File: src/rtl/power_mode_pkg.sv
// Package of constants and types for the power mode controller.
// Assumes an 8-bit special function register bus from the CPU core.

package power_mode_pkg;

  // ****************************************
  // Register map
  // ****************************************
  localparam logic [7:0] POWER_CONTROL_ADDR = 8'h87;
  localparam logic [7:0] POWER_CONTROL_RESET = 8'h00;
  localparam int IDLE_BIT = 0;
  localparam int STOP_BIT = 1;
  localparam int FLAGS_LSB = 2;
  localparam int FLAGS_WIDTH = 6;
  localparam int SUSPEND_BIT = 5;
  localparam logic [15:0] RESET_VECTOR = 16'h0000;

  // ****************************************
  // Timing
  // ****************************************
  localparam int CLK_MHZ = 50;
  localparam int OSC_SETTLE_NS = 2000;
  localparam int OSC_SETTLE_CYCLES = (OSC_SETTLE_NS * CLK_MHZ + 999) / 1000;
  localparam int RESET_PULSE_CYCLES = 4;

  // ****************************************
  // Types
  // ****************************************
  typedef enum logic [4:0] {
    ST_RUN     = 5'b00001,
    ST_IDLE    = 5'b00010,
    ST_STOP    = 5'b00100,
    ST_SUSPEND = 5'b01000,
    ST_WAKE    = 5'b10000
  } power_state_t;

  typedef struct packed {
    logic port_match;
    logic timer3_overflow;
    logic comparator_low;
    logic comparator_wake_en;
  } wake_events_t;

  typedef struct packed {
    logic cpu_clock_en;
    logic periph_clock_en;
    logic hf_osc_en;
    logic regulator_en;
    logic timer3_run;
    logic port_match_run;
    logic mcd_run;
  } power_ctrl_t;

endpackage

File: src/rtl/reset_pulse.sv
// Stretches a reset request into a core reset pulse held CYCLES cycles past the request.
// Assumes requests are on clk.
`timescale 1ns/1ps
module reset_pulse
  import power_mode_pkg::*;
#(
  parameter int CYCLES = RESET_PULSE_CYCLES
) (
  // Clock and reset
  input wire logic clk,
  input wire logic rst,
  // Request and pulse
  input wire logic request,
  output logic core_reset
);
  import power_mode_pkg::*;

  logic [7:0] count_reg;

  // ****************************************
  // Pulse counter
  // ****************************************
  always_ff @(posedge clk) begin
    if (rst) begin
      count_reg <= 8'h00;
    end else if (request) begin
      count_reg <= 8'(CYCLES);
    end else if (count_reg != 8'h00) begin
      count_reg <= count_reg - 8'h01;
    end
  end

  assign core_reset = rst || (count_reg != 8'h00);
endmodule

File: src/rtl/settle_timer.sv
// Counts oscillator settling time after a restart.
// Assumes start is a one-cycle pulse on clk.
`timescale 1ns/1ps
module settle_timer
  import power_mode_pkg::*;
#(
  parameter int CYCLES = OSC_SETTLE_CYCLES
) (
  // Clock and reset
  input wire logic clk,
  input wire logic rst,
  // Control
  input wire logic start,
  output logic done
);
  import power_mode_pkg::*;

  logic [15:0] count_reg;
  logic busy_reg;

  // ****************************************
  // Settle counter
  // ****************************************
  always_ff @(posedge clk) begin
    if (rst) begin
      count_reg <= 16'h0000;
      busy_reg <= 1'b0;
    end else if (start) begin
      count_reg <= 16'(CYCLES - 1);
      busy_reg <= 1'b1;
    end else if (busy_reg) begin
      if (count_reg == 16'h0000) begin
        busy_reg <= 1'b0;
      end else begin
        count_reg <= count_reg - 16'h0001;
      end
    end
  end

  assign done = busy_reg && (count_reg == 16'h0000);
endmodule

File: src/rtl/power_mode_controller.sv
// Power mode controller: idle, stop and suspend sequencing with wake logic.
// Assumes CPU gives instruction-complete strobe; external pins arrive asynchronous.
`timescale 1ns/1ps
module power_mode_controller
  import power_mode_pkg::*;
#(
  parameter int SETTLE_CYCLES = OSC_SETTLE_CYCLES,
  parameter int PULSE_CYCLES = RESET_PULSE_CYCLES
) (
  // Clock and reset
  input wire logic clk,
  input wire logic rst,
  // Special function register bus
  input wire logic [7:0] sfr_addr,
  input wire logic [7:0] sfr_wdata,
  input wire logic sfr_write,
  input wire logic sfr_read,
  output logic [7:0] sfr_rdata,
  output logic sfr_hit,
  // Suspend request from oscillator control write
  input wire logic suspend_write,
  // CPU status
  input wire logic instr_done,
  input wire logic irq_pending,
  // Reset sources
  input wire logic reset_pin_n,
  input wire logic watchdog_reset,
  input wire logic watchdog_enable,
  input wire logic mcd_timeout,
  input wire logic mcd_enable,
  input wire logic other_reset,
  input wire logic regulator_off_in_halt,
  // Wake sources
  input wire power_mode_pkg::wake_events_t wake_in,
  input wire logic timer3_slow_clock,
  input wire logic port_match_irq_en,
  input wire logic timer3_irq_en,
  // Power control outputs
  output power_mode_pkg::power_ctrl_t power_ctrl,
  output logic core_reset,
  output logic [15:0] fetch_addr_on_reset,
  output logic service_wake_irq,
  output logic suspend_clear,
  output logic [1:0] mode_status
);
  import power_mode_pkg::*;

  power_state_t state_reg;
  power_state_t state_next;
  logic [FLAGS_WIDTH-1:0] flags_reg;
  logic idle_pend_reg;
  logic stop_pend_reg;
  logic susp_pend_reg;
  logic reg_off_reg;
  logic [2:0] pin_sync1_reg;
  logic [2:0] pin_sync2_reg;
  logic [1:0] rst_sync1_reg;
  logic [1:0] rst_sync2_reg;
  logic port_match_s;
  logic timer3_s;
  logic comp_low_s;
  logic reset_pin_s;
  logic any_reset;
  logic suspend_wake;
  logic settle_done;
  logic wake_pm_reg;
  logic wake_t3_reg;
  logic irq_req_reg;
  logic suspend_clear_reg;
  logic [7:0] rdata_reg;

  function automatic logic addr_hit(input logic [7:0] addr);
    addr_hit = (addr == POWER_CONTROL_ADDR);
  endfunction

  // ****************************************
  // Input synchronisers
  // ****************************************
  always_ff @(posedge clk) begin
    if (rst) begin
      pin_sync1_reg <= 3'h0;
      pin_sync2_reg <= 3'h0;
      rst_sync1_reg <= 2'h0;
      rst_sync2_reg <= 2'h0;
    end else begin
      pin_sync1_reg <= {wake_in.port_match, wake_in.timer3_overflow, wake_in.comparator_low};
      pin_sync2_reg <= pin_sync1_reg;
      rst_sync1_reg <= {~reset_pin_n, mcd_timeout};
      rst_sync2_reg <= rst_sync1_reg;
    end
  end

  assign port_match_s = pin_sync2_reg[2];
  assign timer3_s = pin_sync2_reg[1] && timer3_slow_clock;
  assign comp_low_s = pin_sync2_reg[0] && wake_in.comparator_wake_en;
  assign reset_pin_s = rst_sync2_reg[1];

  // ****************************************
  // Reset merging
  // ****************************************
  always_comb begin
    if (reg_off_reg && state_reg == ST_STOP) begin
      any_reset = reset_pin_s;
    end else begin
      any_reset = reset_pin_s || other_reset
        || (watchdog_enable && watchdog_reset)
        || (mcd_enable && rst_sync2_reg[0]);
    end
  end

  // ****************************************
  // Core reset pulse
  // ****************************************
  reset_pulse #(
    .CYCLES(PULSE_CYCLES)
  ) reset_pulse_i (
    .clk(clk),
    .rst(rst),
    .request(any_reset),
    .core_reset(core_reset)
  );

  // ****************************************
  // Reset vector
  // ****************************************
  assign fetch_addr_on_reset = RESET_VECTOR;

  // ****************************************
  // Register writes
  // ****************************************
  always_ff @(posedge clk) begin
    if (rst || any_reset) begin
      flags_reg <= POWER_CONTROL_RESET[FLAGS_LSB +: FLAGS_WIDTH];
    end else if (sfr_write && addr_hit(sfr_addr)) begin
      flags_reg <= sfr_wdata[FLAGS_LSB +: FLAGS_WIDTH];
    end
  end

  // ****************************************
  // Pending mode requests
  // ****************************************
  always_ff @(posedge clk) begin
    if (rst || any_reset) begin
      idle_pend_reg <= 1'b0;
      stop_pend_reg <= 1'b0;
      susp_pend_reg <= 1'b0;
    end else if (instr_done) begin
      idle_pend_reg <= 1'b0;
      stop_pend_reg <= 1'b0;
      susp_pend_reg <= 1'b0;
    end else begin
      if (sfr_write && addr_hit(sfr_addr) && sfr_wdata[IDLE_BIT]) begin
        idle_pend_reg <= 1'b1;
      end
      if (sfr_write && addr_hit(sfr_addr) && sfr_wdata[STOP_BIT]) begin
        stop_pend_reg <= 1'b1;
      end
      if (suspend_write) begin
        susp_pend_reg <= 1'b1;
      end
    end
  end

  // ****************************************
  // Regulator-off latch
  // ****************************************
  always_ff @(posedge clk) begin
    if (rst || any_reset) begin
      reg_off_reg <= 1'b0;
    end else if (state_reg == ST_RUN && instr_done && stop_pend_reg) begin
      reg_off_reg <= regulator_off_in_halt;
    end
  end

  // ****************************************
  // Register reads
  // ****************************************
  always_ff @(posedge clk) begin
    if (rst) begin
      rdata_reg <= 8'h00;
    end else if (sfr_read && addr_hit(sfr_addr)) begin
      rdata_reg <= {flags_reg, 1'b0, 1'b0};
    end
  end

  assign sfr_rdata = rdata_reg;
  assign sfr_hit = addr_hit(sfr_addr);

  // ****************************************
  // Mode state machine
  // ****************************************
  assign suspend_wake = port_match_s || timer3_s || comp_low_s;

  always_comb begin
    state_next = state_reg;
    unique case (state_reg)
      ST_RUN: begin
        if (instr_done && stop_pend_reg) begin
          state_next = ST_STOP;
        end else if (instr_done && susp_pend_reg) begin
          state_next = ST_SUSPEND;
        end else if (instr_done && idle_pend_reg) begin
          state_next = ST_IDLE;
        end
      end
      ST_IDLE: begin
        if (irq_pending) begin
          state_next = ST_RUN;
        end
      end
      ST_STOP: begin
        state_next = ST_STOP;
      end
      ST_SUSPEND: begin
        if (suspend_wake) begin
          state_next = ST_WAKE;
        end
      end
      ST_WAKE: begin
        if (settle_done) begin
          state_next = ST_RUN;
        end
      end
      default: begin
        state_next = ST_RUN;
      end
    endcase
  end

  // ****************************************
  // State register
  // ****************************************
  always_ff @(posedge clk) begin
    if (rst || any_reset) begin
      state_reg <= ST_RUN;
    end else begin
      state_reg <= state_next;
    end
  end

  // ****************************************
  // Oscillator settle timer
  // ****************************************
  settle_timer #(
    .CYCLES(SETTLE_CYCLES)
  ) settle_timer_i (
    .clk(clk),
    .rst(rst),
    .start(state_reg == ST_SUSPEND && suspend_wake),
    .done(settle_done)
  );

  // ****************************************
  // Wake interrupt and suspend clear
  // ****************************************
  always_ff @(posedge clk) begin
    if (rst || any_reset) begin
      wake_pm_reg <= 1'b0;
      wake_t3_reg <= 1'b0;
    end else if (state_reg == ST_SUSPEND && suspend_wake) begin
      wake_pm_reg <= port_match_s;
      wake_t3_reg <= timer3_s;
    end
  end

  always_ff @(posedge clk) begin
    if (rst || any_reset) begin
      irq_req_reg <= 1'b0;
      suspend_clear_reg <= 1'b0;
    end else begin
      irq_req_reg <= state_reg == ST_WAKE && settle_done
        && ((wake_pm_reg && port_match_irq_en) || (wake_t3_reg && timer3_irq_en));
      suspend_clear_reg <= state_reg == ST_WAKE && settle_done;
    end
  end

  assign service_wake_irq = irq_req_reg;
  assign suspend_clear = suspend_clear_reg;

  // ****************************************
  // Clock and power gating
  // ****************************************
  always_comb begin
    power_ctrl.cpu_clock_en = (state_reg == ST_RUN);
    power_ctrl.periph_clock_en = (state_reg == ST_RUN) || (state_reg == ST_IDLE);
    power_ctrl.hf_osc_en = (state_reg != ST_STOP) && (state_reg != ST_SUSPEND);
    power_ctrl.regulator_en = !(state_reg == ST_STOP && reg_off_reg);
    power_ctrl.timer3_run = (state_reg != ST_STOP)
      && ((state_reg != ST_SUSPEND) || timer3_slow_clock);
    power_ctrl.port_match_run = (state_reg != ST_STOP);
    power_ctrl.mcd_run = mcd_enable;
  end

  // ****************************************
  // Mode status encoding
  // ****************************************
  always_comb begin
    unique case (state_reg)
      ST_IDLE: mode_status = 2'h1;
      ST_STOP: mode_status = 2'h2;
      ST_SUSPEND, ST_WAKE: mode_status = 2'h3;
      default: mode_status = 2'h0;
    endcase
  end
endmodule

File: config.mk
export PLATFORM = sky130hd
export DESIGN_NAME = power_mode_controller
export DESIGN_NICKNAME = d
export VERILOG_FILES = /design/src/rtl/power_mode_pkg.sv /design/src/rtl/reset_pulse.sv /design/src/rtl/settle_timer.sv /design/src/rtl/power_mode_controller.sv
export SDC_FILE = /design/constraint.sdc
export NUM_CORES = 1
export LEC_CHECK = 0
export ABC_CLOCK_PERIOD_IN_PS = 2860
export BUFFER_PORTS_ARGS = -buffer_cell sky130_fd_sc_hd__buf_2
export CAP_MARGIN = 40
export CORE_ASPECT_RATIO = 0.8
export CORE_MARGIN = 2
export CORE_UTILIZATION = 27
export CTS_BUF_LIST = sky130_fd_sc_hd__clkbuf_4
export DETAILED_ROUTE_END_ITERATION = 10
export PLACE_DENSITY_LB_ADDON = 0.05
export SLEW_MARGIN = 15
export SYNTH_ARGS = -nofsm -noshare
export SYNTH_HDL_FRONTEND = slang
export SYNTH_SLANG_ARGS = --single-unit
File: constraint.sdc
create_clock -name clk -period 2.86 [get_ports clk]
set_clock_uncertainty 0.1 [all_clocks]
set_input_delay 0.572 -clock clk [delete_from_list [all_inputs] [get_ports clk]]
set_output_delay 0.572 -clock clk [all_outputs]
set_load 0.01 [all_outputs]
Word-level counts from Yosys, hierarchy flattened
Cells that the tools add are included.
- flip-flop bits (word level): 60
- word-level logic and storage cells: 98
- add/subtract/negate cells: 2
- eq/ne operators: 13
- multiplexer cells: 17
- bitwise operators: 2
- reductions and logical operators: 44
- operator list (operator ; number):
    $mux W5 ; 6
    $pmux W5 S5 ; 1
    $logic_and A1 B1 Y1 ; 22
    $mux W7 ; 3
    $logic_not A16 Y1 ; 1
    $sub A16 B1 Y16 const B ; 1
    $logic_or A1 B1 Y1 ; 10
    $eq A8 B8 Y1 const B ; 1
    $reduce_bool A8 Y1 ; 1
    $reduce_or A2 Y1 ; 4
    $sub A8 B1 Y8 const B ; 1
    $mux W3 ; 2
    $ne A2 B2 Y1 const B ; 3
    $pmux W2 S3 ; 1
    $eq A5 B1 Y1 const B ; 1
    $eq A5 B2 Y1 const B ; 1
    $eq A5 B3 Y1 const B ; 1
    $eq A5 B4 Y1 const B ; 1
    $eq A5 B5 Y1 const B ; 1
    $ne A5 B3 Y1 const B ; 1
    $ne A5 B4 Y1 const B ; 1
    $mux W1 ; 4
    $ne A4 B1 Y1 const B ; 1
    $reduce_and A2 Y1 ; 2
    other kinds (5) ; 7

Depth between registers and ports, before layout
Gate-level depths: netlist of the first run.
- depth after elaboration: 6
- mapped depth: 7

By module
Synthesis of the first run repeated with hierarchy kept, for this count alone.
- cell total of the unflattened synthesis: 318
- area total of the unflattened synthesis: 2854.0 µm²
- modules (own cells, without submodules) (module ; instances ; cells an instance ; area an instance (µm²) ; seq. area each (µm²)):
    power_mode_controller ; 1 ; 161 ; 1527.7 ; 700.7
    settle_timer ; 1 ; 109 ; 907.1 ; 340.3
    reset_pulse ; 1 ; 48 ; 419.2 ; 160.2

Worst setup path after synthesis of the first run
No wires, ideal clock.
- kind: reg2out
- start point: reg reset_pulse_i.count_reg[3]
- end point: out core_reset
- arrival: 1578 ps
- setup slack: 610 ps
- stages on the path, launching flop included: 4
- path through: dfxtp_1 -> or4_1 -> nor4_2 -> nand2b_1
- word-level cells in the longest chain between the ends: 2
- ends and longest elaborated chain (element ; RTL line ; text):
    from (decl) ; reset_pulse.sv:18 ; logic [7:0] count_reg;
    from (signal assigned) ; reset_pulse.sv:27 ; count_reg <= 8'(CYCLES);
    from (signal assigned) ; reset_pulse.sv:29 ; count_reg <= count_reg - 8'h01;
    $reduce_bool A8 Y1 ; reset_pulse.sv:33 ; assign core_reset = rst || (count_reg != 8'h00);
    $logic_or A1 B1 Y1 ; reset_pulse.sv:33 ;
    to (decl) ; power_mode_controller.sv:40 ; output logic core_reset,
No other way between the ends.

Worst setup path after layout of the first run
- start point: reg state_reg[1]
- end point: out mode_status[1]
- word-level cells in the longest chain between the ends: 3
- elaborated cells on any way between the ends: 6
- those cells by class: 4 x eq/ne; 1 x mux; 1 x reduce/logical
- ends and longest elaborated chain (element ; RTL line ; text):
    from (decl) ; power_mode_controller.sv:48 ; power_state_t state_reg;
    from (signal assigned) ; power_mode_controller.sv:237 ; state_reg <= state_next;
    $eq A5 B4 Y1 / $eq A5 B5 Y1 (equally long branches) ; power_mode_controller.sv:298 ; unique case (state_reg)
    $reduce_or A2 Y1 ; power_mode_controller.sv:298 ;
    $pmux W2 S3 * ; power_mode_controller.sv:298 ;
    to (decl) ; power_mode_controller.sv:44 ; output logic [1:0] mode_status
Every way passes the cells marked *; elsewhere a longest branch is shown, timed or not.

==> results.py, run 1 <==
metrics = {
    "synthesis": {
        "netlist_area_um2": 2820,
        "synth_top_area_share": 0.427,
        "netlist_instances": 308,
        "synthArstFlopShare": 0,
        "synth.avg_cell_area_um2": 9.14,
        "synth_area_leaders": "dfxtp_1 43%, buf_4 5.1%, mux2i_1 4.6%",
        "synth_seq_area_share": 0.427,
        "synth_largest_area_cell": "dfxtp_1",
        "yosys_warnings": 0,
        "synth_cell_type_count": 54,
        "synth_seq_cells": 60,
        "synth_edf_count": 0,
        "synthFlopType": "dfxtp_1",
    },
    "cells_and_area": {
        "largest_register_ffs": 16,
        "syn2layout_area_growth_pct": 19.0,
        "nFillCells": 1101,
        "nets": 403,
        "finalNonFillerCells": 508,
        "drive_gt1_frac": 0.239,
        "antenna_cells": 0,
    },
    "setup_path": {
        "crit_required_ns": 2.19,
        "crit_arrival_ns": 1.87,
        "startpoint_type": "register",
        "critPathMaxFanout": 8,
        "worstSetupEndpointType": "output pin",
        "worstSetupPathType": "register to output pin",
        "reg2regPathDepth": 6,
    },
    "drt": {
        "drtAntennaViolNets": 0,
        "drc": 0,
        "drt_iter0_drc": 118,
        "firstDrtPassIters": 4,
        "wl_per_cell_um": 13.3,
        "viasPerCell": 4.64,
        "routed_wl_um": 6760,
        "vias": 2359,
    },
    "power_and_ir_drop": {
        "irDropWorstVdd_v": 0.000274,
        "p_total_mw": 1.80,
        "power_density_nw_per_um2": 539,
        "p_leak_nw": 1.41,
    },
    "die": {
        "die_y_um": 95.3,
        "dieArea_um2": 11300,
        "initial_core_util": 0.276,
        "std_cell_rows": 33,
        "ios": 74,
        "design.core.area_um2": 10200,
        "chipWidth_um": 118,
    },
    "clock_tree": {
        "cts_buffers": 9,
        "holdBufCountCts": 0,
        "cts_resized": 0,
        "post_cts_buffers": 0,
        "cts_tree": "done",
        "clock_latency_ns": 0.40,
        "clk_pin_slew_ns": 0.11,
        "numClockSinks": 60,
        "clock_path_buffers": 2,
        "cts-root-buf": "clkbuf_4",
        "htreeDepth": 3,
    },
    "grt": {
        "grt_max_degree": 27,
        "antenna_found_initial": 0,
        "grt_usage": 0.126,
        "grt_pass1_vias": 2088,
        "gr-total-overflow": 0,
        "grt_pass1_wl_um": 11000,
    },
    "sta": {
        "setup_tns_ns": 0,
        "drv_slew": 0,
        "finalCritPeriodShare": 0.889,
        "worst_pin_slew_ns": 0.575,
        "period_needed_ns": 2.54,
        "finalSetupViolCount": 0,
        "fmax_ghz": 0.393,
        "finalHoldViolations": 0,
        "slew_headroom": 0.614,
        "rsz0062_at_grt": "no",
    },
    "worst_hold_path": {
        "hold_path_class": "input pin to register",
        "hold_depth": 2,
    },
    "run": {
        "drv_cap": 0,
    },
    "placement": {
        "dp.cells": 492,
        "port_buffers": 55,
        "place_congestion": 0.759,
        "dp_hpwl_um": 4930,
    },
    "run_status": {
        "outcome": "completed",
    },
}
==> power breakdown <==
group	total [mW]	switching, mW	internal [mW]
Sequential	0.863	0.0121	0.851
Clock	0.779	0.319	0.460
Combinational	0.162	0.0894	0.0727
==> critical path: stages (launching register included) <==
cell and delay, ns:
dfxtp_1 0.42, nor4b_2 0.46, and2_1 0.25, a21oi_1 0.10
nand2_1 0.11, buf_2 0.13
==> path summary, 6_finish.rpt <==
check | startpoint | endpoint | slack, ns
max | state_reg[1] | mode_status[1] | 0.32
min | reset_pin_n | rst_sync1_reg[1] | 0.20
min reg2reg | pin_sync1_reg[1] | pin_sync2_reg[1] | 0.35
max reg2reg | settle_timer_i.count_reg[0] | settle_timer_i.count_reg[1] | 0.49
==> metal layers <==
layer,share of wire,vias to the layer above,track usage
li1,-,1193,-
met1,0.52,1078,0.179
met2,0.39,81,0.168
met3,0.076,7,0.0502
met4,0.015,0,0.0482
met5,0,-,0
==> Yosys cell counts, types with 4 or more instances <==
master	count
nor4_1	7
dfxtp_1	60
nor2b_1	12
o31ai_1	7
nor3_1	13
o21ai_0	6
nand2b_1	5
nor2_1	27
a21oi_1	18
nor4b_1	4
mux2i_1	13
or3_1	5
xnor2_1	7
nand2_1	13
inv_1	9
buf_4	19
nand3_1	8
or4_1	10
clkbuf_1	11
==> area by class of cell <==
class / instances / area, um^2 / area share
Clock buffer: 11 / 82.6 / 0.0247
Clock inverter: 5 / 100 / 0.0299
Inverter: 9 / 33.8 / 0.0101
Multi-Input combinational cell: 224 / 1450 / 0.433
Sequential cell: 60 / 1200 / 0.359
Tap cell: 140 / 175 / 0.0523
Timing Repair Buffer: 59 / 305 / 0.0911
==> per-stage QoR <==
stage               instance area, um^2  utilization  worst slack (ns)  hold slack [ns]
floorplan                          2880            -             0.610            0.314
global placement                   3160        0.310             0.476            0.325
detailed placement                 3160        0.310             0.490            0.328
CTS                                3340        0.328             0.103            0.163
global route                       3350        0.328             0.148            0.149
finish                             3350        0.328             0.316            0.197
==> logic make-up (layout without fill, tap and decap cells) <==
logic type | Yosys count | in the layout | synth area share
mux | 14 | 14 | 0.0502
compound gates | 55 | 55 | 0.136
simple gates | 124 | 124 | 0.258
other cells | 1 | 18 | 0.00133
flops | 60 | 60 | 0.427
buf+inv | 41 | 84 | 0.0827
xor+xnor | 10 | 10 | 0.0311
fa+ha+maj | 3 | 3 | 0.0133
==> cell usage in the layout (no fill, tap or decap), types with 3 or more instances in the layout <==
cell type and count:
nand3_1 8, or3_1 5, xor2_1 3, nor2b_1 12, a31oi_1 3, or2_2 3
o21ai_0 6, nor4b_1 3, buf_4 4, mux2i_1 13, buf_2 55, ha_1 3
nand2b_1 5, bufinv_16 3, or4_1 10, dfxtp_1 60, and2_1 3, clkbuf_4 11
a21oi_1 18, o21a_1 3, conb_1 18, o31ai_1 7, nor4_1 7, inv_1 9
nor3_1 13, nor2_1 27, nand2_1 13, xnor2_1 7
No activity file was read; power rests on OpenSTA's default activity.
==> inputs of run 2 (changes only) <==
--- a/config.mk
+++ b/config.mk
@@ -5,7 +5,7 @@
 export SDC_FILE = /design/constraint.sdc
 export NUM_CORES = 1
 export LEC_CHECK = 0
-export ABC_CLOCK_PERIOD_IN_PS = 2860
+export ABC_CLOCK_PERIOD_IN_PS = 2600
 export BUFFER_PORTS_ARGS = -buffer_cell sky130_fd_sc_hd__buf_2
 export CAP_MARGIN = 40
 export CORE_ASPECT_RATIO = 0.8
==> constraint.sdc (replaced) <==
create_clock -name clk -period 2.6 [get_ports clk]
set_clock_uncertainty 0.1 [all_clocks]
set_input_delay 0.52 -clock clk [delete_from_list [all_inputs] [get_ports clk]]
set_output_delay 0.52 -clock clk [all_outputs]
set_load 0.01 [all_outputs]
==> results.py, run 2 (synthesized netlist as in run 1, its figures left out) <==
metrics = {
    "setup_path": {
        "crit_arrival_ns": 1.85,
        "critPathBufInv": 2,
        "worst_path_max_delay_cell": "dfxtp_1",
        "path_depth": 6,
        "max_stage_delay_ns": 0.39,
        "crit_required_ns": 1.98,
        "endpoint": "mode_status[1]",
        "worstSetupPathType": "register to output pin",
        "reg2reg_slack_ns": 0.33,
        "critPathMaxFanout": 7,
        "startpoint": "state_reg[3]",
        "regToRegStartpoint": "settle_timer_i.count_reg[0]",
        "reg2regPathDepth": 6,
        "rr_endpoint": "state_reg[4]",
        "worstSetupEndpointType": "output pin",
        "startpoint_type": "register",
        "path_cells": "nor4b_2, buf_4, and2_1, a21oi_1, nand2_1, buf_2",
        "cp_top_family": "simple AND/OR/NAND/NOR gates",
    },
    "cells_and_area": {
        "syn2layout_area_growth_pct": 17.9,
        "final_area_um2": 3320,
        "post-route-util": 0.325,
        "layout_commonest_cell": "dfxtp_1",
        "nets": 408,
        "nFillCells": 1112,
        "multiInputGateArea_um2": 1450,
        "drive_gt1_frac": 0.252,
        "antenna_cells": 0,
        "most-common-layout-cells": "58 x dfxtp_1, 55 x buf_2, 27 x nor2_1",
        "largest_register_ffs": 16,
        "seq_area_um2": 1200,
    },
    "clock_tree": {
        "cts_buffers": 9,
        "cts-root-buf": "clkbuf_4",
        "numClockSinks": 60,
        "htreeDepth": 3,
        "clk_pin_slew_ns": 0.10,
        "cts_tree": "done",
        "post_cts_buffers": 0,
        "clock_path_buffers": 2,
        "clock_latency_ns": 0.40,
    },
    "placement": {
        "place_area_um2": 3200,
        "place_congestion": 0.756,
        "port_buffers": 55,
        "dp_hpwl_um": 5100,
        "post-place-ws_ns": 0.309,
    },
    "drt": {
        "drtAntennaViolNets": 0,
        "drt_iter0_drc": 105,
        "firstDrtPassIters": 5,
        "wl_per_cell_um": 13.5,
        "vias": 2329,
        "drc": 0,
        "viasPerCell": 4.54,
        "routed_wl_um": 6910,
    },
    "die": {
        "chipWidth_um": 118,
        "die_y_um": 95.3,
        "ios": 74,
        "std_cell_rows": 33,
        "dieArea_um2": 11300,
        "design.core.area_um2": 10200,
        "initial_core_util": 0.276,
    },
    "grt": {
        "grt_usage": 0.131,
        "grt_pass1_wl_um": 11400,
        "gr-total-overflow": 0,
        "grt_max_degree": 18,
        "grt_pass1_vias": 2213,
        "antenna_found_initial": 0,
    },
    "sta": {
        "rsz0062_at_grt": "no",
        "finalSetupViolCount": 0,
        "finalCritPeriodShare": 0.949,
        "fmax_ghz": 0.405,
        "period_needed_ns": 2.47,
        "fin_ws_ns": 0.133,
        "setup_tns_ns": 0,
        "worst_pin_slew_ns": 0.634,
        "finalHoldViolations": 0,
        "drv_slew": 0,
        "slew_headroom": 0.576,
    },
    "power_and_ir_drop": {
        "power_density_nw_per_um2": 513,
        "irDropWorstVdd_v": 0.000201,
        "p_leak_nw": 1.40,
    },
    "run_status": {
        "outcome": "completed",
    },
    "run": {
        "drv_cap": 0,
    },
    "worst_hold_path": {
        "hold_path_class": "input pin to register",
    },
}
run 2: cell types whose count changed in the layout (fill, tap and decap cells not counted):
| cell | change |
|---|---|
| dfxtp_2 | +2 |
| clkinv_1 | +1 |
| bufinv_16 | -3 |
| buf_4 | +5 |
| clkbuf_4 | +2 |
| dfxtp_1 | -2 |
run 2: worst min path at each step:
stage               slack, ns               end              from  cells past startpoint
floorplan                0.31  pin_sync2_reg[0]  pin_sync1_reg[0]                      1
global placement         0.33  pin_sync2_reg[2]  pin_sync1_reg[2]                      1
detailed placement       0.33  pin_sync2_reg[2]  pin_sync1_reg[2]                      1
CTS                      0.11  rst_sync1_reg[1]       reset_pin_n                      2
global route             0.13  rst_sync1_reg[1]       reset_pin_n                      2
finish                   0.16  rst_sync1_reg[1]       reset_pin_n                      2
run 2: area by class of cell:
| cell class | instances | area share |
|---|---|---|
| flip-flops and latches | 60 | 0.363 |
| clock inverters | 3 | 0.00415 |
| inverters | 9 | 0.0102 |
| repair buffers | 64 | 0.103 |
| well taps | 140 | 0.0528 |
| clock buffers | 13 | 0.0294 |
| multi-input cells | 224 | 0.437 |
run 2: report_power, final:
group	total (mW)	internal [mW]	switching (mW)
clock network	0.571	0.235	0.336
logic	0.182	0.0811	0.100
registers	0.950	0.936	0.0137
total	1.70	1.25	0.450
run 2: per-stage QoR:
stage,hold WS (ns),power [mW],instances
2_1_floorplan,0.314,1.11,325
3_3_place_gp,0.329,1.16,497
3_5_place_dp,0.332,1.15,497
4_1_cts,0.108,1.75,513
5_1_grt,0.127,1.80,513
6_report,0.160,1.70,513
run 2: routing by layer:
layer  GRT usage  share of wire
met5           0              0
met4      0.0512          0.010
met3      0.0467          0.062
met2       0.186           0.40
met1       0.181           0.53
run 2: repair_timing:
action,in CTS,in global routing
gates resized for setup,0,3
hold buffers,0,0
setup endpoints to repair,0,2
